==> src/shared/dtc_pkg.sv <==
`default_nettype none

package dtc_pkg;

    // host port
    localparam int unsigned ADDR_W = 16;
    localparam int unsigned DATA_W = 32;
    localparam logic [15:0] OFS_XFORM_CFG = 16'h20d0;
    localparam logic [15:0] OFS_TEMP_CFG = 16'h2174;

    // reset values
    localparam logic [31:0] XFORM_CFG_RST = 32'h0000_0090;
    localparam logic [31:0] TEMP_CFG_RST = 32'h0000_0000;

    // transform_config fields
    localparam int unsigned PCS_LSB = 4;
    localparam int unsigned PCS_W = 4;
    localparam int unsigned TAPER_BIT = 0;
    localparam logic [3:0] PCS_MAX = 4'hc;
    localparam int unsigned LEN_W = 15;
    localparam logic [14:0] LEN_BASE = 15'h0004;

    // temp_sensor_config fields
    localparam int unsigned CHOP_RATE_LSB = 2;
    localparam int unsigned CHOP_RATE_W = 2;
    localparam int unsigned CHOP_ON_BIT = 1;
    localparam int unsigned TEMP_EN_BIT = 0;

    // chop timing
    localparam int unsigned CLK_HZ = 100_000_000;
    localparam int unsigned CHOP_F0_HZ = 6_250;
    localparam int unsigned CHOP_F1_HZ = 25_000;
    localparam int unsigned CHOP_F2_HZ = 100_000;
    localparam int unsigned CHOP_F3_HZ = 200_000;
    localparam int unsigned CHOP_HALF0 = CLK_HZ / (2 * CHOP_F0_HZ);
    localparam int unsigned CHOP_HALF1 = CLK_HZ / (2 * CHOP_F1_HZ);
    localparam int unsigned CHOP_HALF2 = CLK_HZ / (2 * CHOP_F2_HZ);
    localparam int unsigned CHOP_HALF3 = CLK_HZ / (2 * CHOP_F3_HZ);
    localparam int unsigned CNT_W = 13;

    typedef enum logic [1:0] {
        CHOP_6K25 = 2'b00,
        CHOP_25K = 2'b01,
        CHOP_100K = 2'b10,
        CHOP_200K = 2'b11
    } dtc_chop_rate_t;

    typedef enum logic {
        CHOP_IDLE = 1'b0,
        CHOP_RUN = 1'b1
    } dtc_chop_state_t;

    typedef struct packed {
        logic [15:0] addr;
        logic [31:0] wdata;
        logic we;
        logic re;
    } dtc_bus_req_t;

    typedef struct packed {
        logic [3:0] point_count_sel;
        logic [14:0] xform_len;
        logic taper_window_en;
        dtc_chop_rate_t chop_rate_sel;
        logic chop_on;
        logic temp_sensor_on;
        logic chop_phase;
    } dtc_cfg_t;

endpackage

`default_nettype wire

==> src/dtc_config.sv <==
// Summary of operation
// - point_count_sel bits 7:4 select transform length 4 shifted left by code, codes above 12 acting as 12.
// - point_count_sel resets to 0x9, giving 2048 samples.
// - chop_rate_sel bits 3:2 pick 6.25, 25, 100 or 200 kHz chopping.
// - chop_on bit 1 turns temperature chopping on or off while master control bit 12 is high, resets to 0.
// - sensor enable bit 0 is stored only; master control bit 12 governs.
// - temp_sensor_config at 0x2174 resets to zero, bits 31:4 read zero.
//
// Implementation choice: the plain strobed port.
`timescale 1ns/100ps
`default_nettype none

module dtc_config #(
    parameter int unsigned CHOP_HALF_SLOW = dtc_pkg::CHOP_HALF0
) (
    // clock and reset
    input wire logic clk_i,
    input wire logic rst_n_i,
    // host register port
    input wire dtc_pkg::dtc_bus_req_t bus_req_i,
    output logic [31:0] rdata_o,
    // master control bit 12, same clock
    input wire logic master_temp_en_i,
    // front-end configuration
    output dtc_pkg::dtc_cfg_t cfg_o
);

    localparam logic [12:0] HALF_SLOW = 13'(CHOP_HALF_SLOW);
    localparam logic [12:0] HALF_25K = 13'(dtc_pkg::CHOP_HALF1);
    localparam logic [12:0] HALF_100K = 13'(dtc_pkg::CHOP_HALF2);
    localparam logic [12:0] HALF_200K = 13'(dtc_pkg::CHOP_HALF3);
    localparam logic [12:0] CNT_ZERO = 13'h0000;
    localparam logic [12:0] CNT_ONE = 13'h0001;

    // register fields
    logic [3:0] pcs_q;
    logic taper_q;
    dtc_pkg::dtc_chop_rate_t rate_q;
    logic chop_on_q;
    logic temp_en_q;
    logic [14:0] len_q;
    logic [31:0] rdata_q;
    logic sensor_on_q;

    // chop generator
    dtc_pkg::dtc_chop_state_t state_q;
    dtc_pkg::dtc_chop_state_t state_d;
    logic [12:0] cnt_q;
    logic phase_q;
    logic chop_run;
    logic wr_xform;
    logic wr_temp;

    function automatic logic hit(input logic [15:0] a, input logic [15:0] ofs);
        hit = (a == ofs);
    endfunction

    // codes above the top one clamp to the longest length
    function automatic logic [14:0] len_of(input logic [3:0] code);
        logic [3:0] c;
        c = (code > dtc_pkg::PCS_MAX) ? dtc_pkg::PCS_MAX : code;
        len_of = dtc_pkg::LEN_BASE << c;
    endfunction

    // reset length worked out once, so the reset branch loads a plain constant
    localparam logic [14:0] LEN_RST =
        len_of(dtc_pkg::XFORM_CFG_RST[dtc_pkg::PCS_LSB +: dtc_pkg::PCS_W]);

    function automatic logic [12:0] half_of(input dtc_pkg::dtc_chop_rate_t r);
        unique case (r)
            dtc_pkg::CHOP_6K25: half_of = HALF_SLOW;
            dtc_pkg::CHOP_25K: half_of = HALF_25K;
            dtc_pkg::CHOP_100K: half_of = HALF_100K;
            dtc_pkg::CHOP_200K: half_of = HALF_200K;
        endcase
    endfunction

    assign wr_xform = bus_req_i.we && hit(bus_req_i.addr, dtc_pkg::OFS_XFORM_CFG);
    assign wr_temp = bus_req_i.we && hit(bus_req_i.addr, dtc_pkg::OFS_TEMP_CFG);

    always_ff @(posedge clk_i or negedge rst_n_i) begin
        if (!rst_n_i) begin
            pcs_q <= dtc_pkg::XFORM_CFG_RST[dtc_pkg::PCS_LSB +: dtc_pkg::PCS_W];
        end else if (wr_xform) begin
            pcs_q <= bus_req_i.wdata[dtc_pkg::PCS_LSB +: dtc_pkg::PCS_W];
        end
    end

    always_ff @(posedge clk_i or negedge rst_n_i) begin
        if (!rst_n_i) begin
            len_q <= LEN_RST;
        end else if (wr_xform) begin
            len_q <= len_of(bus_req_i.wdata[dtc_pkg::PCS_LSB +: dtc_pkg::PCS_W]);
        end
    end

    always_ff @(posedge clk_i or negedge rst_n_i) begin
        if (!rst_n_i) begin
            taper_q <= dtc_pkg::XFORM_CFG_RST[dtc_pkg::TAPER_BIT];
        end else if (wr_xform) begin
            taper_q <= bus_req_i.wdata[dtc_pkg::TAPER_BIT];
        end
    end

    always_ff @(posedge clk_i or negedge rst_n_i) begin
        if (!rst_n_i) begin
            rate_q <= dtc_pkg::dtc_chop_rate_t'(
                dtc_pkg::TEMP_CFG_RST[dtc_pkg::CHOP_RATE_LSB +: dtc_pkg::CHOP_RATE_W]);
            chop_on_q <= dtc_pkg::TEMP_CFG_RST[dtc_pkg::CHOP_ON_BIT];
            temp_en_q <= dtc_pkg::TEMP_CFG_RST[dtc_pkg::TEMP_EN_BIT];
        end else if (wr_temp) begin
            rate_q <= dtc_pkg::dtc_chop_rate_t'(
                bus_req_i.wdata[dtc_pkg::CHOP_RATE_LSB +: dtc_pkg::CHOP_RATE_W]);
            chop_on_q <= bus_req_i.wdata[dtc_pkg::CHOP_ON_BIT];
            temp_en_q <= bus_req_i.wdata[dtc_pkg::TEMP_EN_BIT];
        end
    end

    always_ff @(posedge clk_i or negedge rst_n_i) begin
        if (!rst_n_i) begin
            rdata_q <= 32'h0000_0000;
        end else if (bus_req_i.re) begin
            if (hit(bus_req_i.addr, dtc_pkg::OFS_XFORM_CFG)) begin
                rdata_q <= 32'h0000_0000;
                rdata_q[dtc_pkg::PCS_LSB +: dtc_pkg::PCS_W] <= pcs_q;
                rdata_q[dtc_pkg::TAPER_BIT] <= taper_q;
            end else if (hit(bus_req_i.addr, dtc_pkg::OFS_TEMP_CFG)) begin
                rdata_q <= 32'h0000_0000;
                rdata_q[dtc_pkg::CHOP_RATE_LSB +: dtc_pkg::CHOP_RATE_W] <= rate_q;
                rdata_q[dtc_pkg::CHOP_ON_BIT] <= chop_on_q;
                rdata_q[dtc_pkg::TEMP_EN_BIT] <= temp_en_q;
            end else begin
                rdata_q <= 32'h0000_0000;
            end
        end else begin
            rdata_q <= 32'h0000_0000;
        end
    end

    always_ff @(posedge clk_i or negedge rst_n_i) begin
        if (!rst_n_i) begin
            sensor_on_q <= 1'b0;
        end else begin
            sensor_on_q <= master_temp_en_i;
        end
    end

    // chopping only makes sense while the sensor is powered
    assign chop_run = chop_on_q && master_temp_en_i;

    always_comb begin
        state_d = state_q;
        unique case (state_q)
            dtc_pkg::CHOP_IDLE: begin
                if (chop_run) begin
                    state_d = dtc_pkg::CHOP_RUN;
                end
            end
            dtc_pkg::CHOP_RUN: begin
                if (!chop_run) begin
                    state_d = dtc_pkg::CHOP_IDLE;
                end
            end
        endcase
    end

    always_ff @(posedge clk_i or negedge rst_n_i) begin
        if (!rst_n_i) begin
            state_q <= dtc_pkg::CHOP_IDLE;
        end else begin
            state_q <= state_d;
        end
    end

    // chop half period
    // a rate change takes effect at the next phase edge, so no short pulse
    always_ff @(posedge clk_i or negedge rst_n_i) begin
        if (!rst_n_i) begin
            cnt_q <= CNT_ZERO;
        end else if (state_q != dtc_pkg::CHOP_RUN) begin
            cnt_q <= half_of(rate_q) - CNT_ONE;
        end else if (cnt_q == CNT_ZERO) begin
            cnt_q <= half_of(rate_q) - CNT_ONE;
        end else begin
            cnt_q <= cnt_q - CNT_ONE;
        end
    end

    always_ff @(posedge clk_i or negedge rst_n_i) begin
        if (!rst_n_i) begin
            phase_q <= 1'b0;
        end else if (state_q != dtc_pkg::CHOP_RUN) begin
            phase_q <= 1'b0;
        end else if (cnt_q == CNT_ZERO) begin
            phase_q <= !phase_q;
        end
    end

    assign rdata_o = rdata_q;
    assign cfg_o.point_count_sel = pcs_q;
    assign cfg_o.xform_len = len_q;
    assign cfg_o.taper_window_en = taper_q;
    assign cfg_o.chop_rate_sel = rate_q;
    assign cfg_o.chop_on = chop_on_q;
    assign cfg_o.temp_sensor_on = sensor_on_q;
    assign cfg_o.chop_phase = phase_q;

    property p_len_decode;
        @(posedge clk_i) disable iff (!rst_n_i)
        (pcs_q <= dtc_pkg::PCS_MAX) |-> (len_q == (dtc_pkg::LEN_BASE << pcs_q));
    endproperty
    a_len_decode: assert property (p_len_decode)
        else $error("transform length does not match point count code");

    property p_pcs_write;
        @(posedge clk_i) disable iff (!rst_n_i)
        wr_xform |=> (pcs_q == $past(bus_req_i.wdata[dtc_pkg::PCS_LSB +: dtc_pkg::PCS_W]));
    endproperty
    a_pcs_write: assert property (p_pcs_write)
        else $error("point count write not stored");

    property p_reset_val;
        @(posedge clk_i) disable iff (!rst_n_i)
        !$past(rst_n_i) |-> (pcs_q == 4'h9 && len_q == 15'h0800 && !taper_q);
    endproperty
    a_reset_val: assert property (p_reset_val)
        else $error("transform config reset value wrong");

    property p_taper_write;
        @(posedge clk_i) disable iff (!rst_n_i)
        wr_xform ##1 !wr_xform |-> (taper_q == $past(bus_req_i.wdata[dtc_pkg::TAPER_BIT]));
    endproperty
    a_taper_write: assert property (p_taper_write)
        else $error("window enable not held after write");

    property p_chop_reload;
        @(posedge clk_i) disable iff (!rst_n_i)
        (state_q == dtc_pkg::CHOP_RUN && cnt_q == CNT_ZERO && chop_run)
        |=> (cnt_q == half_of($past(rate_q)) - CNT_ONE) && ($changed(phase_q));
    endproperty
    a_chop_reload: assert property (p_chop_reload)
        else $error("chop half period reload wrong");

    property p_chop_off;
        @(posedge clk_i) disable iff (!rst_n_i)
        // one last toggle may still land while the state machine leaves run
        !chop_on_q [*3] |-> !phase_q;
    endproperty
    a_chop_off: assert property (p_chop_off)
        else $error("chop switching while chop disabled");

    property p_master_override;
        @(posedge clk_i) disable iff (!rst_n_i)
        ##1 (sensor_on_q == $past(master_temp_en_i));
    endproperty
    a_master_override: assert property (p_master_override)
        else $error("sensor enable not following master control");

    property p_temp_read;
        @(posedge clk_i) disable iff (!rst_n_i)
        (bus_req_i.re && hit(bus_req_i.addr, dtc_pkg::OFS_TEMP_CFG))
        |=> (rdata_o[31:4] == 28'h0000000)
            && (rdata_o[3:0] == $past({rate_q, chop_on_q, temp_en_q}));
    endproperty
    a_temp_read: assert property (p_temp_read)
        else $error("temp sensor config readback wrong");

    property p_xform_read;
        @(posedge clk_i) disable iff (!rst_n_i)
        (bus_req_i.re && hit(bus_req_i.addr, dtc_pkg::OFS_XFORM_CFG))
        |=> (rdata_o == {24'h000000, $past(pcs_q), 3'b000, $past(taper_q)});
    endproperty
    a_xform_read: assert property (p_xform_read)
        else $error("transform config readback wrong");

    property p_rdata_idle;
        @(posedge clk_i) disable iff (!rst_n_i)
        !bus_req_i.re |=> (rdata_o == 32'h0000_0000);
    endproperty
    a_rdata_idle: assert property (p_rdata_idle)
        else $error("read data not zero outside a read");

    property p_rate_write;
        @(posedge clk_i) disable iff (!rst_n_i)
        wr_temp |=> (rate_q == $past(
            bus_req_i.wdata[dtc_pkg::CHOP_RATE_LSB +: dtc_pkg::CHOP_RATE_W]));
    endproperty
    a_rate_write: assert property (p_rate_write)
        else $error("chop rate write not stored");

    property p_chop_on_write;
        @(posedge clk_i) disable iff (!rst_n_i)
        wr_temp |=> (chop_on_q == $past(bus_req_i.wdata[dtc_pkg::CHOP_ON_BIT]));
    endproperty
    a_chop_on_write: assert property (p_chop_on_write)
        else $error("chop control write not stored");

endmodule

`default_nettype wire

==> config.mk <==
export PLATFORM = sky130hd
export DESIGN_NAME = dtc_config
export DESIGN_NICKNAME = d
export VERILOG_FILES = /design/src/shared/dtc_pkg.sv /design/src/dtc_config.sv
export SDC_FILE = /design/constraint.sdc
export NUM_CORES = 1
export LEC_CHECK = 0
export ABC_CLOCK_PERIOD_IN_PS = 4100
export BUFFER_PORTS_ARGS = -buffer_cell sky130_fd_sc_hd__buf_2
export CAP_MARGIN = 10
export CORE_ASPECT_RATIO = 1.1
export CORE_MARGIN = 2
export CORE_UTILIZATION = 50
export CTS_CLUSTER_DIAMETER = 200
export DETAILED_ROUTE_END_ITERATION = 12
export GPL_TIMING_DRIVEN = 0
export PLACE_DENSITY_LB_ADDON = 0.12
export SYNTH_ARGS = -nofsm -noshare
export SYNTH_HDL_FRONTEND = slang
export SYNTH_SLANG_ARGS = --single-unit
==> constraint.sdc <==
create_clock -name clk_i -period 4.1 [get_ports clk_i]
set_clock_uncertainty 0.05 [all_clocks]
set_input_delay 1.025 -clock clk_i [delete_from_list [all_inputs] [get_ports clk_i]]
set_output_delay 1.025 -clock clk_i [all_outputs]
set_load 0.05 [all_outputs]
==> results.yml <==
logic_synthesis:
  synth_cells: 203
  synth_top_cell_by_area: "dfrtp_1"
  synth_edf_count: 0
  synthTopCellsByArea: "dfrtp_1, buf_4, mux2_2"
  ys_types: 41
  ys_seq_area_share_pct: 50.5
  ys_ff_latch: 46
  avgSynthCellArea_um2: 11.3
  synth_top_area_share_pct: 47.1
  synthesis.area_um2: 2290
  ys.flop_type: "dfrtp_1"
  ys_warn_count: 0
  ys_async_sr_fraction_pct: 100
grt:
  grt.total_usage_pct: 19.2
  gr-total-overflow: 0
  antenna_found_initial: 0
  grt_max_degree: 47
  grt_first_pass_wirelength_mm: 7.27
  grt_pass1_vias: 1597
job:
  cap_viol_max_count: 0
clocking:
  cts-root-buf: "clkbuf_8"
  clock_latency_ns: 0.31
  cts_hold_buf: 0
  cts_resized: 0
  cts_setup_buffers: 0
  clock-sinks: 46
  clkTransAtPathRegs_ns: 0.08
  cts_max_level: 2
  numCtsBuffers: 5
  ctsLongestPathBuffers: 2
  cts_tree: "built"
place:
  dp.cells: 341
  hpwlAfterDp_mm: 3.32
  pre_cts_ws_ns: 1.17
  numPortBuffers: 59
  place.gp.congestion: 0.711
die:
  coreArea_um2: 4350
  start_util_pct: 52.6
  rows: 25
  die_h_um: 74.9
  die-area_um2: 5130
  die_width_um: 68.5
  io_pins: 110
sta:
  relSlewSlack_pct: 34.6
  worst_slack_ns: 1.54
  fin_setup_tns_ns: 0
  fin_hold_ws_ns: 0.428
  fmax_mhz: 391
  min_period_over_period_pct: 62.4
  worstMarginPinSlew_ns: 0.980
  rsz0062_at_grt: "no"
  period_needed_ns: 2.56
  drv_slew: 0
  hold_viol: 0
  setup_viol: 0
critical_path:
  cp-end-kind: "flip-flop"
  critPathMaxFanout: 10
  cp.arrival_ns: 2.71
  cp.required_ns: 4.25
  startpoint_type: "input port"
  worstSetupPathType: "input port to flip-flop"
cells_and_area:
  regArea_um2: 1150
  final_common_cell: "buf_2"
  fillers: 386
  multi_input_area_um2: 965
  nets: 349
  drive_gt1_share_pct: 41.0
  area_growth_pct: 24.1
  final_cells: 349
  mostFrequentLayoutCells: "buf_2, dfrtp_1, buf_4, conb_1, mux2_2"
  diodes: 0
pwr:
  ir_drop_v: 0.000225
  leakage_nw: 1.44
  powerDensity_nw_per_um2: 299
  power_uw: 848
drt:
  vias: 1713
  wirelength_mm: 4.41
  drtIter0Drc: 54
  wl_per_cell_um: 12.6
  route.detailed.drc: 0
  drt_first_pass_iters: 4
  antenna_left: 0
  vias_per_cell: 4.91
min_path:
  hp-class: "flip-flop to flip-flop"
run_status:
  status: "finished clean"
## cell type report
type	instances	share of cell area, %
plain buffers	35	8.91
clock buffers	6	2.91
clock inverters	2	0.441
inverters	2	0.265
multi-input cells	145	34.0
flip-flops and latches	46	40.7
well taps	54	2.38
repair buffers	59	10.4
## cell families (layout without fill, tap and decap cells)
| family | Yosys count | in the layout | synth area share (%) |
|---|---|---|---|
| DFF | 46 | 46 | 50.5 |
| AOI/OAI and AO/OA | 31 | 31 | 9.41 |
| xor gates and xnor gates | 10 | 10 | 3.83 |
| other | 1 | 26 | 0.164 |
| muxes | 15 | 15 | 7.39 |
| adders and majority gates | 2 | 2 | 1.09 |
| buffers and inverters | 37 | 104 | 11.4 |
| and+or+nand+nor | 61 | 61 | 16.2 |
## cell usage after synthesis, types with 3 or more instances
| library cell | number |
|---|---|
| nand3_1 | 3 |
| dfrtp_1 | 43 |
| buf_4 | 30 |
| dfstp_2 | 3 |
| xor2_1 | 4 |
| o21ai_0 | 8 |
| mux2_2 | 15 |
| a21oi_1 | 7 |
| xnor2_1 | 6 |
| nor4_1 | 5 |
| nor3b_1 | 3 |
| nand2b_1 | 5 |
| and2_1 | 9 |
| nand2_1 | 8 |
| nor3_1 | 9 |
| nor2_1 | 7 |
| o41ai_1 | 6 |
| clkbuf_1 | 3 |
## registers in the layout, summed over array words and instances, names as in the netlist
signal	cells
chop_on_q	1
cnt_q	13
len_q	13
pcs_q	4
phase_q	1
rate_q	2
rdata_o	8
sensor_on_q	1
state_q	1
taper_q	1
temp_en_q	1
## critical path: stages
cell	delay, ns
buf_2	0.09
nor4b_1	0.42
nand3_1	0.30
nor2_1	0.22
buf_2	0.28
mux2_2	0.37
## worst paths after layout
check / to / from / slack [ns] / depth (start not counted)
setup / recovery: len_q[6]$_DFFE_PN0P_ / bus_req_i[46] / 1.54 / 6
hold / removal: cnt_q[0]$_DFF_PN0_ / cnt_q[0]$_DFF_PN0_ / 0.43 / 1
setup reg to reg: cnt_q[12]$_DFF_PN0_ / cnt_q[0]$_DFF_PN0_ / 1.87 / 6
hold reg to reg: cnt_q[0]$_DFF_PN0_ / cnt_q[0]$_DFF_PN0_ / 0.43 / 1
max in group asynchronous: cnt_q[9]$_DFF_PN0_ / rst_n_i / 2.57 / 1
min in group asynchronous: sensor_on_q$_DFF_PN0_ / rst_n_i / 0.83 / 1
## metal layers
metal	up-vias	track usage [%]	wire, um
met5	-	0	0
met4	0	9.33	93
met3	9	4.19	238
met2	49	33.1	2280
met1	809	22.4	1800
li1	846	-	-
## where the power goes
part	total [mW]	internal, mW	switching (mW)
logic	0.108	0.0306	0.0775
clock network	0.286	0.135	0.151
registers	0.454	0.454	0.000213
total	0.848	0.620	0.228
## per-stage QoR
stage / area, um2 / util [%]
after floorplan: 2380 / -
after global placement: 2740 / 63.1
after detailed placement: 2740 / 63.1
after CTS: 2840 / 65.3
after global routing: 2840 / 65.3
final: 2840 / 65.3
(Power assumes the default switching activity.)
